$ cat src/include/rcss_pkg.sv
`default_nettype none
package rcss_pkg;
  // Start-up delay in system clock cycles.
  localparam int SST_CYCLES = 1024;
  localparam int SST_W = 11;
  // Wishbone byte addresses of the register words.
  localparam logic [7:0] ADR_STATUS = 8'h00;
  localparam logic [7:0] ADR_EVT_STATUS = 8'h04;
  localparam logic [7:0] ADR_EVT_CLEAR = 8'h08;
  localparam logic [7:0] ADR_EVT_ENABLE = 8'h0C;
  localparam logic [7:0] ADR_DELAY_COUNT = 8'h10;
  // Fields of the status word.
  localparam int ST_TIMEOUT_BIT = 0;
  localparam int ST_POWERDOWN_BIT = 1;
  localparam int ST_SLEEP_BIT = 2;
  localparam int ST_CORE_RESET_BIT = 3;
  localparam int ST_STALL_BIT = 4;
  localparam int ST_POWER_UP_BIT = 5;
  // Event bits shared by status, clear and enable words.
  localparam int EVT_W = 5;
  localparam int EV_PIN_RESET = 0;
  localparam int EV_PIN_WAKE = 1;
  localparam int EV_WDT_RESET = 2;
  localparam int EV_WARM_RESET = 3;
  localparam int EV_DELAY_DONE = 4;
  localparam logic [EVT_W-1:0] EVT_ENABLE_RST = 5'h00;
  // Values the core loads on chip reset.
  localparam logic [12:0] PC_RESET_VALUE = 13'h0000;
  localparam logic [2:0] SP_TOP_VALUE = 3'h0;
  localparam logic [7:0] WDT_SELECT_RESET = 8'h07;
  localparam logic [7:0] INT_CTRL_RESET = 8'h00;
  localparam logic [7:0] TMR0_CTRL_RESET = 8'h08;
  localparam logic [7:0] TMR1_CTRL_RESET = 8'h08;
  localparam logic [7:0] PORT8_RESET = 8'hFF;
  localparam logic [5:0] PORT6_RESET = 6'h3F;
  localparam logic PORT1_RESET = 1'b1;
  // Sequencer states.
  typedef enum logic [2:0] {SEQ_RUN, SEQ_SLEEP, SEQ_SYS_DLY, SEQ_WAKE_DLY, SEQ_WARM_DLY} rcss_state_e;
endpackage
`default_nettype wire

$ cat src/design/rcss_sequencer.sv
// Implementation choices: the Wishbone interface to the registers and the register offsets.
`default_nettype none
module rcss_sequencer (
  input wire logic clk_in,
  input wire logic rst_b_in,
  input wire logic clk_en_in,
  input wire logic ext_reset_n_pin_in,
  input wire logic wdt_overflow_in,
  input wire logic halt_in,
  input wire logic clr_wdt_in,
  input wire logic wake_event_in,
  input wire logic wb_cyc_in,
  input wire logic wb_stb_in,
  input wire logic wb_we_in,
  input wire logic [7:0] wb_adr_in,
  input wire logic [3:0] wb_sel_in,
  input wire logic [31:0] wb_dat_in,
  output logic [31:0] wb_dat_out,
  output logic wb_ack_out,
  output logic core_reset_out,
  output logic core_stall_out,
  output logic pc_sp_clear_out,
  output logic periph_reload_out,
  output logic regs_unknown_out,
  output logic watchdog_clear_out,
  output logic sleeping_out,
  output logic timeout_cause_flag_out,
  output logic powerdown_cause_flag_out,
  output logic irq_out
);
  import rcss_pkg::*;

  logic pin_s1_r;
  logic pin_s2_r;
  logic wdt_s1_r;
  logic wdt_s2_r;
  logic wdt_s3_r;
  logic pin_evt;
  logic wdt_evt;
  rcss_state_e state_r;
  rcss_state_e state_nxt;
  logic [SST_W-1:0] cnt_r;
  logic cnt_restart;
  logic cnt_done;
  logic to_r;
  logic to_nxt;
  logic pd_r;
  logic pd_nxt;
  logic power_up_r;
  logic [EVT_W-1:0] evt;
  logic [EVT_W-1:0] evt_sts_r;
  logic [EVT_W-1:0] evt_en_r;
  logic [EVT_W-1:0] evt_clr;
  logic [EVT_W-1:0] evt_sts_nxt;
  logic bus_req;
  logic bus_wr;
  logic [31:0] rd_data;

  // Two-stage synchronisers for the reset pin and the watchdog overflow.
  always_ff @(posedge clk_in or negedge rst_b_in)
  begin
    if (!rst_b_in)
    begin
      pin_s1_r <= 1'b1;
      pin_s2_r <= 1'b1;
      wdt_s1_r <= 1'b0;
      wdt_s2_r <= 1'b0;
      wdt_s3_r <= 1'b0;
    end
    else if (clk_en_in)
    begin
      pin_s1_r <= ext_reset_n_pin_in;
      pin_s2_r <= pin_s1_r;
      wdt_s1_r <= wdt_overflow_in;
      wdt_s2_r <= wdt_s1_r;
      wdt_s3_r <= wdt_s2_r;
    end
  end

  // Pin reset is a level; the watchdog overflow counts once per rising edge.
  assign pin_evt = ~pin_s2_r;
  assign wdt_evt = wdt_s2_r & ~wdt_s3_r;
  assign cnt_done = (cnt_r == SST_W'(SST_CYCLES - 1));

  // Next state, cause flags and delay restart.
  always_comb
  begin
    state_nxt = state_r;
    to_nxt = to_r;
    pd_nxt = pd_r;
    cnt_restart = 1'b0;
    evt = '0;
    unique case (state_r)
      SEQ_RUN:
      begin
        if (pin_evt)
        begin
          state_nxt = SEQ_SYS_DLY;
          cnt_restart = 1'b1;
          evt[EV_PIN_RESET] = 1'b1;
        end
        else if (wdt_evt)
        begin
          state_nxt = SEQ_SYS_DLY;
          to_nxt = 1'b1;
          cnt_restart = 1'b1;
          evt[EV_WDT_RESET] = 1'b1;
        end
        else if (halt_in)
        begin
          state_nxt = SEQ_SLEEP;
          pd_nxt = 1'b1;
          to_nxt = 1'b0;
        end
        else if (clr_wdt_in)
        begin
          pd_nxt = 1'b0;
        end
      end
      SEQ_SLEEP:
      begin
        if (pin_evt)
        begin
          state_nxt = SEQ_SYS_DLY;
          to_nxt = 1'b0;
          pd_nxt = 1'b1;
          cnt_restart = 1'b1;
          evt[EV_PIN_WAKE] = 1'b1;
        end
        else if (wdt_evt)
        begin
          state_nxt = SEQ_WARM_DLY;
          to_nxt = 1'b1;
          pd_nxt = 1'b1;
          cnt_restart = 1'b1;
          evt[EV_WARM_RESET] = 1'b1;
        end
        else if (wake_event_in)
        begin
          state_nxt = SEQ_WAKE_DLY;
          cnt_restart = 1'b1;
        end
      end
      SEQ_SYS_DLY, SEQ_WAKE_DLY, SEQ_WARM_DLY:
      begin
        if (pin_evt)
        begin
          state_nxt = SEQ_SYS_DLY;
          cnt_restart = 1'b1;
          evt[EV_PIN_RESET] = (state_r != SEQ_SYS_DLY);
        end
        else if (wdt_evt && state_r != SEQ_WARM_DLY)
        begin
          state_nxt = SEQ_SYS_DLY;
          to_nxt = 1'b1;
          cnt_restart = 1'b1;
          evt[EV_WDT_RESET] = 1'b1;
        end
        else if (cnt_done)
        begin
          state_nxt = SEQ_RUN;
          evt[EV_DELAY_DONE] = 1'b1;
        end
      end
    endcase
  end

  // Sequencer state; power-on starts in the system delay with flags 0,0.
  always_ff @(posedge clk_in or negedge rst_b_in)
  begin
    if (!rst_b_in)
    begin
      state_r <= SEQ_SYS_DLY;
      to_r <= 1'b0;
      pd_r <= 1'b0;
    end
    else if (clk_en_in)
    begin
      state_r <= state_nxt;
      to_r <= to_nxt;
      pd_r <= pd_nxt;
    end
  end

  // Start-up delay counter, restarted before expiry by a pin reset, or by a watchdog overflow outside the warm delay.
  always_ff @(posedge clk_in or negedge rst_b_in)
  begin
    if (!rst_b_in)
    begin
      cnt_r <= '0;
    end
    else if (clk_en_in)
    begin
      if (cnt_restart)
        cnt_r <= '0;
      else if (state_r == SEQ_SYS_DLY || state_r == SEQ_WAKE_DLY || state_r == SEQ_WARM_DLY)
        cnt_r <= cnt_r + SST_W'(1);
    end
  end

  // Power-up marker stays until the first system delay ends.
  always_ff @(posedge clk_in or negedge rst_b_in)
  begin
    if (!rst_b_in)
    begin
      power_up_r <= 1'b1;
    end
    else if (clk_en_in && state_nxt == SEQ_RUN)
    begin
      power_up_r <= 1'b0;
    end
  end

  // Reset controls for the core, watchdog and peripheral registers.
  always_ff @(posedge clk_in or negedge rst_b_in)
  begin
    if (!rst_b_in)
    begin
      core_reset_out <= 1'b1;
      core_stall_out <= 1'b0;
      pc_sp_clear_out <= 1'b1;
      periph_reload_out <= 1'b1;
      regs_unknown_out <= 1'b1;
      watchdog_clear_out <= 1'b1;
      sleeping_out <= 1'b0;
      timeout_cause_flag_out <= 1'b0;
      powerdown_cause_flag_out <= 1'b0;
    end
    else if (clk_en_in)
    begin
      core_reset_out <= (state_nxt == SEQ_SYS_DLY);
      core_stall_out <= (state_nxt == SEQ_WAKE_DLY) || (state_nxt == SEQ_WARM_DLY);
      pc_sp_clear_out <= (state_nxt == SEQ_SYS_DLY) || (state_nxt == SEQ_WARM_DLY);
      periph_reload_out <= (state_nxt == SEQ_SYS_DLY);
      regs_unknown_out <= power_up_r && (state_nxt == SEQ_SYS_DLY);
      watchdog_clear_out <= (state_nxt == SEQ_SYS_DLY) || (state_r == SEQ_RUN && state_nxt == SEQ_SLEEP)
        || (state_r == SEQ_RUN && clr_wdt_in);
      sleeping_out <= (state_nxt == SEQ_SLEEP);
      timeout_cause_flag_out <= to_nxt;
      powerdown_cause_flag_out <= pd_nxt;
    end
  end

  // Bus request decode; a request is taken in the cycle before ack.
  assign bus_req = wb_cyc_in & wb_stb_in & ~wb_ack_out;
  assign bus_wr = bus_req & wb_we_in & wb_sel_in[0];
  assign evt_clr = (bus_wr && wb_adr_in == ADR_EVT_CLEAR) ? wb_dat_in[EVT_W-1:0] : '0;
  // A new event wins over a clear in the same cycle.
  assign evt_sts_nxt = (evt_sts_r & ~evt_clr) | evt;

  // Sticky event status, enable word and the interrupt line.
  always_ff @(posedge clk_in or negedge rst_b_in)
  begin
    if (!rst_b_in)
    begin
      evt_sts_r <= '0;
      evt_en_r <= EVT_ENABLE_RST;
      irq_out <= 1'b0;
    end
    else if (clk_en_in)
    begin
      evt_sts_r <= evt_sts_nxt;
      if (bus_wr && wb_adr_in == ADR_EVT_ENABLE)
        evt_en_r <= wb_dat_in[EVT_W-1:0];
      irq_out <= |(evt_sts_nxt & evt_en_r);
    end
  end

  // Read multiplexer; unmapped addresses read as zero.
  always_comb
  begin
    rd_data = '0;
    unique case (wb_adr_in)
      ADR_STATUS:
      begin
        rd_data[ST_TIMEOUT_BIT] = to_r;
        rd_data[ST_POWERDOWN_BIT] = pd_r;
        rd_data[ST_SLEEP_BIT] = (state_r == SEQ_SLEEP);
        rd_data[ST_CORE_RESET_BIT] = (state_r == SEQ_SYS_DLY);
        rd_data[ST_STALL_BIT] = (state_r == SEQ_WAKE_DLY) || (state_r == SEQ_WARM_DLY);
        rd_data[ST_POWER_UP_BIT] = power_up_r;
      end
      ADR_EVT_STATUS: rd_data[EVT_W-1:0] = evt_sts_r;
      ADR_EVT_ENABLE: rd_data[EVT_W-1:0] = evt_en_r;
      ADR_DELAY_COUNT: rd_data[SST_W-1:0] = cnt_r;
      default: rd_data = '0;
    endcase
  end

  // Single-wait acknowledge, dropped in the following cycle.
  always_ff @(posedge clk_in or negedge rst_b_in)
  begin
    if (!rst_b_in)
    begin
      wb_ack_out <= 1'b0;
      wb_dat_out <= '0;
    end
    else if (clk_en_in)
    begin
      wb_ack_out <= bus_req;
      if (bus_req)
        wb_dat_out <= rd_data;
    end
  end
endmodule
`default_nettype wire

$ cat config.mk
export PLATFORM = sky130hd
export DESIGN_NAME = rcss_sequencer
export DESIGN_NICKNAME = d
export VERILOG_FILES = /design/src/include/rcss_pkg.sv /design/src/design/rcss_sequencer.sv
export SDC_FILE = /design/constraint.sdc
export NUM_CORES = 1
export LEC_CHECK = 0
export ABC_AREA = 1
export BUFFER_PORTS_ARGS = -buffer_cell sky130_fd_sc_hd__buf_2
export CAP_MARGIN = 20
export CELL_PAD_IN_SITES_DETAIL_PLACEMENT = 1
export CELL_PAD_IN_SITES_GLOBAL_PLACEMENT = 2
export CORE_UTILIZATION = 30
export DETAILED_ROUTE_END_ITERATION = 16
export PLACE_DENSITY_LB_ADDON = 0.25
export RECOVER_POWER = 100
export SLEW_MARGIN = 20
export SYNTH_ARGS = -nofsm -noshare
export SYNTH_HDL_FRONTEND = slang
export SYNTH_SLANG_ARGS = --single-unit
$ cat constraint.sdc
create_clock -name clk_in -period 5.2 [get_ports clk_in]
set_clock_uncertainty 0.15 [all_clocks]
set_input_delay 1.3 -clock clk_in [delete_from_list [all_inputs] [get_ports clk_in]]
set_output_delay 1.3 -clock clk_in [all_outputs]
set_load 0.005 [all_outputs]
==> metrics, run 1 <==
RSZ-0062 raised after global routing=false; status=completed; Lkg Pwr=1.70 nW; Post-synth top cells=nand2_1, dfrtp_1, inv_1, nor2_1, nand3_1; main combinational cell family by area after synthesis=simple AND/OR/NAND/NOR gates; DR DRC count=0; total clock sinks=51; placeable core area=0.00991 mm^2; # resized after CTS=0; DR vias/cell=4.53; initial cell density of the core=31.5%; Switch Pwr=0.317 mW; Hold Fails Final Rpt=0; met1 usage=21.6%; Die ar.=0.0108 mm^2; final RePlAce weighted congestion=0.801; Setup TNS=0 ps; Peak VDD IR=0.101 mV; Max Slew Vio Count=0; Gate power share=21.6%; largest net degree at the start of global routing=52; ant diodes=0; via count=2680; routed wire length per instance=13.9 um; Final WS setup=2120 ps; Layout Utilization=34.9%; fmax=324 MHz; nets=514; share of layout cells above drive strength 1=19.0%; number of synthesis warnings=0; adder and majority cell fraction of the synthesized area=0.401%; Post-Synth XOR/XNOR Area=0.561%; row cnt=36; PD cells=281 mW/mm^2; Critical Path End Type=register; antenna violations before repair=0; Clk Latency, worst-skew pair=310 ps; FFs w/ async S/R, synth=100%; Cell variety after synth=38; synthesized instance count=414; die extent in y=104 um; post-DP HPWL=6320 um; Switching Fraction=32.6%; critical path type=primary input to register; drt first pass iters=4; number of global-route vias before repair=2739; total gr overflow=0; Routed Antenna Nets=0; sequential fraction of the synthesis area=41.2%; area leader, netlist=dfrtp_1; actual transition at the worst max-transition pin=821 ps; critical path peak fanout=31; first-pass GRT wire length=13800 um; Netlist Area Pre-Place=0.00312 mm^2; # IOs=98; required time worst endpoint=5270 ps; clock-pin transition on the worst setup and hold timing paths=110 ps; top cell type's share of synthesized area=34.5%; Clock Power Share=29.3%; TritonCTS clock tree=built; top_reg_cell synth=dfrtp_1; Post-synth EDFFs=0; Tot GR Track Use=15.9%; post-synthesis mux area share=1.44%; Mapped Avg Cell Area=7.54 um^2; Pint=0.655 mW; Max-Cap Viols=0; Final setup violation count=0; count leader, synth=nand2_1; post-synthesis sequential element count=51; Critical Path Source Type=primary input; total CTS buffers=5; met3 track demand over resource=2.51%; Final Critical Period=3080 ps; Die W=104 um; clock tree buffer depth=2; IO Port Bufs=46; busiest grt layer=met2; setup bufs post-CTS=0; worst path arrival time=3150 ps; Hold/Removal Path Class=register to register; htree depth=2; Layout area overhead=10.7%; dpl ws=1860 ps; complex-gate fraction of the synthesized area=11.3%; Post-Synth Simple-Gate Area=31.8%; Global Route met2 Usage=26.3%; WL final=8210 um; reg2reg start=state_r[1]; final worst-path cycle share=59.3%; DRT iter0 DRCs=43; worst-case headroom to the max-slew limit=44.8%; CTS Root Buffer Type=clkbuf_8; hold buffer count at CTS=0; sequential power share=49.0%; hold wc startpoint=pin_s1_r; launch point of the worst path=clk_en_in; synth top area cells=dfrtp_1, nand2_1, dfstp_2
## through the flow
step | cell area (um^2) | total power, mW | cells | hold slack (ps)
final | 3450 | 0.972 | 592 | 319
after global routing | 3450 | 1.03 | 592 | 348
after CTS | 3480 | 0.995 | 592 | 321
after detailed placement | 3380 | 0.704 | 584 | 306
after global placement | 3380 | 0.698 | 584 | 303
after floorplan | 3200 | 0.634 | 434 | 292
## power groups by stage
stage	sequential (mW)	combinational, mW	clock, mW
5_1_grt	0.483	0.243	0.305
2_1_floorplan	0.473	0.161	0
3_5_place_dp	0.485	0.219	0
3_3_place_gp	0.484	0.214	0
4_1_cts	0.478	0.220	0.297
6_report	0.477	0.210	0.285
## critical path: stages
cell and delay [ps]:
buf_2 80, buf_4 300, inv_1 330, nor2_1 420, inv_1 360, o31ai_1 340
## placed cells by master (no fill, tap or decap), drive strengths merged, types with 2 or more instances in the layout
master and n:
o21ai 37, inv 48, nand4 7, a21oi 11
dfstp 8, nor3 9, dfrtp 43, buf 39
nand2 120, a31oi 6, nor2 45, nand3 30
clkbuf 16, mux2 4, conb 21, xor2 2
o31ai 5
## metal layers
layer  vias up  wire length, um
met5         -                0
met4         0               58
met3         5              217
met2        41             3870
met1      1262             4060
li1       1372                -
## final cells by class
| class | instances | area [um^2] |
|---|---|---|
| Fill cell | 1301 | 6450 |
| Multi-Input combinational cell | 304 | 1480 |
| Sequential cell | 51 | 1290 |
| Timing Repair Buffer | 48 | 234 |
| Inverter | 48 | 180 |
| Tap cell | 133 | 166 |
| Clock buffer | 7 | 76.3 |
| Clock inverter | 1 | 30.0 |
## flip-flops by register name (all words and copies together), names as in the netlist, 3 cells and up
register    flops
cnt_r          11
evt_en_r        5
evt_sts_r       5
state_r         3
wb_dat_out     11
## kinds of logic (layout without fill, tap and decap cells)
logic type               Yosys count  in the layout
AO/OA/AOI/OAI                     62             62
buffers and inverters             79            104
flip-flops                        51             51
AND/OR/NAND/NOR                  214            214
adder cells (fa/ha/maj)            1              1
multiplexers                       4              4
XOR/XNOR                           2              2
other                              1             21
## worst paths after layout
path / depth (start not counted) / to / slack, ps
worst min-delay path: 2 / pin_s1_r / 320
worst max register to register: 10 / cnt_r[6] / 3040
worst max-delay path: 6 / wb_dat_out[10] / 2120
worst min register to register: 2 / pin_s1_r / 320
min in group asynchronous: 2 / cnt_r[7] / 940
max in group asynchronous: 2 / evt_en_r[2] / 3480
Power figures use the tool's default switching activity.
==> inputs of run 2 (changes only) <==
--- a/config.mk
+++ b/config.mk
@@ -10,7 +10,7 @@
 export CAP_MARGIN = 20
 export CELL_PAD_IN_SITES_DETAIL_PLACEMENT = 1
 export CELL_PAD_IN_SITES_GLOBAL_PLACEMENT = 2
-export CORE_UTILIZATION = 30
+export CORE_UTILIZATION = 28
 export DETAILED_ROUTE_END_ITERATION = 16
 export PLACE_DENSITY_LB_ADDON = 0.25
 export RECOVER_POWER = 100
==> constraint.sdc (replaced) <==
create_clock -name clk_in -period 3.23 [get_ports clk_in]
set_clock_uncertainty 0.15 [all_clocks]
set_input_delay 0.8075 -clock clk_in [delete_from_list [all_inputs] [get_ports clk_in]]
set_output_delay 0.8075 -clock clk_in [all_outputs]
set_load 0.005 [all_outputs]
==> run 2 against run 1 <==
Against the previous run: the flow now finishes with violations (max-capacitance violations, max-slew violations); critical endpoint is now cnt_r[6]; core utilization fell by 3.1 points; via count rose by 1.3%; combinational power rose by 59%; die area rose by 7.0%; wire length rose by 0.93%; sequential cell count did not move; non-clock buffer count rose by 1; final cell count rose by 1.4%; register-to-register slack got worse by 2200 ps; sequential power rose by 60%; sequential share of layout area rose by 0.15 points; largest power group unchanged; critical path type is now register to register.
==> metrics, run 2 (synthesis gave the netlist of run 1 again) <==
clock tree buffer depth=2 (unchanged); Switching Fraction=33.7% (was 32.6%); Routed Antenna Nets=0 (unchanged); RSZ-0062 raised after global routing=false (unchanged); DR vias/cell=4.52 (was 4.53); Clock Power Share=25.3% (was 29.3%); Setup TNS=0 ps (unchanged); WL final=8290 um (was 8210 um); via count=2714 (was 2680); Pint=0.974 mW (was 0.655 mW); number of global-route vias before repair=2736 (was 2739); total clock sinks=51 (unchanged); DR DRC count=0 (unchanged); nets=515 (was 514); largest net degree at the start of global routing=31 (was 52); Critical Path End Type=register (unchanged); Gate power share=22.7% (was 21.6%); fmax=423 MHz; sequential power share=52.0% (was 49.0%); post-DP HPWL=6540 um (was 6320 um); Clk Latency, worst-skew pair=310 ps (about the same); share of layout cells above drive strength 1=17.4% (was 19.0%); DRT iter0 DRCs=103 (was 43); IO Port Bufs=46 (unchanged); Final Critical Period=2360 ps; met1 usage=21.7% (was 21.6%); failing checks=max-capacitance violations, max-slew violations; Tot GR Track Use=15.4% (was 15.9%); ant diodes=0 (unchanged); status=complete, but fails checks (was completed); Hold Fails Final Rpt=0 (unchanged); total gr overflow=0 (unchanged); antenna violations before repair=0 (unchanged); busiest grt layer=met2 (unchanged); Critical Path Source Type=register (was primary input); Layout Utilization=31.7% (was 34.9%); Die W=108 um (was 104 um); # resized after CTS=0 (unchanged); most frequent cells in the layout=nand2_1, inv_1, dfrtp_1 (was nand2_1, dfrtp_1, inv_1); die extent in y=108 um (was 104 um); Hold/Removal Path Class=register to register (unchanged); Max Slew Vio Count=27 (was 0); Die ar.=0.0116 mm^2 (was 0.0108 mm^2); drt first pass iters=4 (unchanged); met3 track demand over resource=2.18% (was 2.51%); final worst-path cycle share=73.2%; clock-pin transition on the worst setup and hold timing paths=100 ps (was 110 ps); total CTS buffers=5 (unchanged); CTS Root Buffer Type=clkbuf_8 (unchanged); PD cells=427 mW/mm^2 (was 281 mW/mm^2); first-pass GRT wire length=13800 um (about the same); initial cell density of the core=28.8% (was 31.5%); TritonCTS clock tree=built (unchanged); worst-case headroom to the max-slew limit=-12.8% (was 44.8%); final RePlAce weighted congestion=0.809 (was 0.801); critical path peak fanout=12 (was 31); htree depth=2 (unchanged); Layout area overhead=10.2% (was 10.7%); # IOs=98 (unchanged); hold buffer count at CTS=0 (unchanged); placeable core area=0.0108 mm^2 (was 0.00991 mm^2); Max-Cap Viols=1 (was 0); critical path type=register to register (was primary input to register); actual transition at the worst max-transition pin=1690 ps (was 821 ps); Global Route met2 Usage=24.8% (was 26.3%); worst path arrival time=2460 ps (was 3150 ps); Final setup violation count=0 (unchanged); commonest non-fill, non-tap cell in the layout=nand2_1 (unchanged); registers with the most flip-flops=cnt_r: 11 flops, wb_dat_out: 11 flops (unchanged); routed wire length per instance=13.8 um (was 13.9 um); row cnt=38 (was 36); required time worst endpoint=3330 ps (was 5270 ps); Peak VDD IR=0.161 mV (was 0.101 mV); Switch Pwr=0.494 mW (was 0.317 mW); Tot Pwr=1.47 mW (was 0.972 mW); Lkg Pwr=1.69 nW (was 1.70 nW); setup bufs post-CTS=0 (unchanged)
[run 2: layout make-up]
cell class	instances	area, um^2
inverter	48	180
timing repair buffer	49	254
multi-input combinational	304	1460
sequential	51	1290
clock buffer	7	76.3
fill	1382	7400
clock inverter	1	5.00
tap	140	175
[run 2: power groups by stage]
stage	sequential [mW]	clock, mW	combinational (mW)
final	0.763	0.372	0.333
after global routing	0.775	0.413	0.385
after CTS	0.769	0.392	0.357
after detailed placement	0.781	0	0.355
after global placement	0.781	0	0.349
after floorplan	0.762	0	0.259
[run 2: worst max-delay path, cell delays in order (launching register included)]
cell and delay [ps]:
dfstp_1 690, inv_1 170, nor2_1 190, a21oi_1 120, nand3_2 120, nand2_2 80
inv_1 280, nand2_1 190, o21ai_0 180, nand2_1 60, nor2_1 80
[run 2: per-stage QoR]
stage / setup WS, ps / area (um^2) / std cells / hold WS [ps]
detailed placement: 770 / 3410 / 592 / 306
CTS: 1100 / 3490 / 600 / 321
finish: 867 / 3440 / 600 / 317
global route: 556 / 3440 / 600 / 343
floorplan: 1200 / 3200 / 434 / 292
global placement: 791 / 3410 / 592 / 303
[run 2: metal layers]
metal  vias to the layer above  part of all wire, %
met5                         -                    0
met2                        35                   47
met3                         4                  2.3
met1                      1300                   50
li1                       1375                    -
met4                         0                 0.51
[run 2: worst paths after layout]
check                           start       endpoint  slack, ps  cells past startpoint
max in group asynchronous    rst_b_in    evt_en_r[4]       1170                      1
setup reg to reg           state_r[1]       cnt_r[6]        870                     10
hold / removal               pin_s1_r       pin_s1_r        320                      2
setup / recovery           state_r[1]       cnt_r[6]        870                     10
min in group asynchronous    rst_b_in  wb_dat_out[7]        770                      1
hold reg to reg              pin_s1_r       pin_s1_r        320                      2
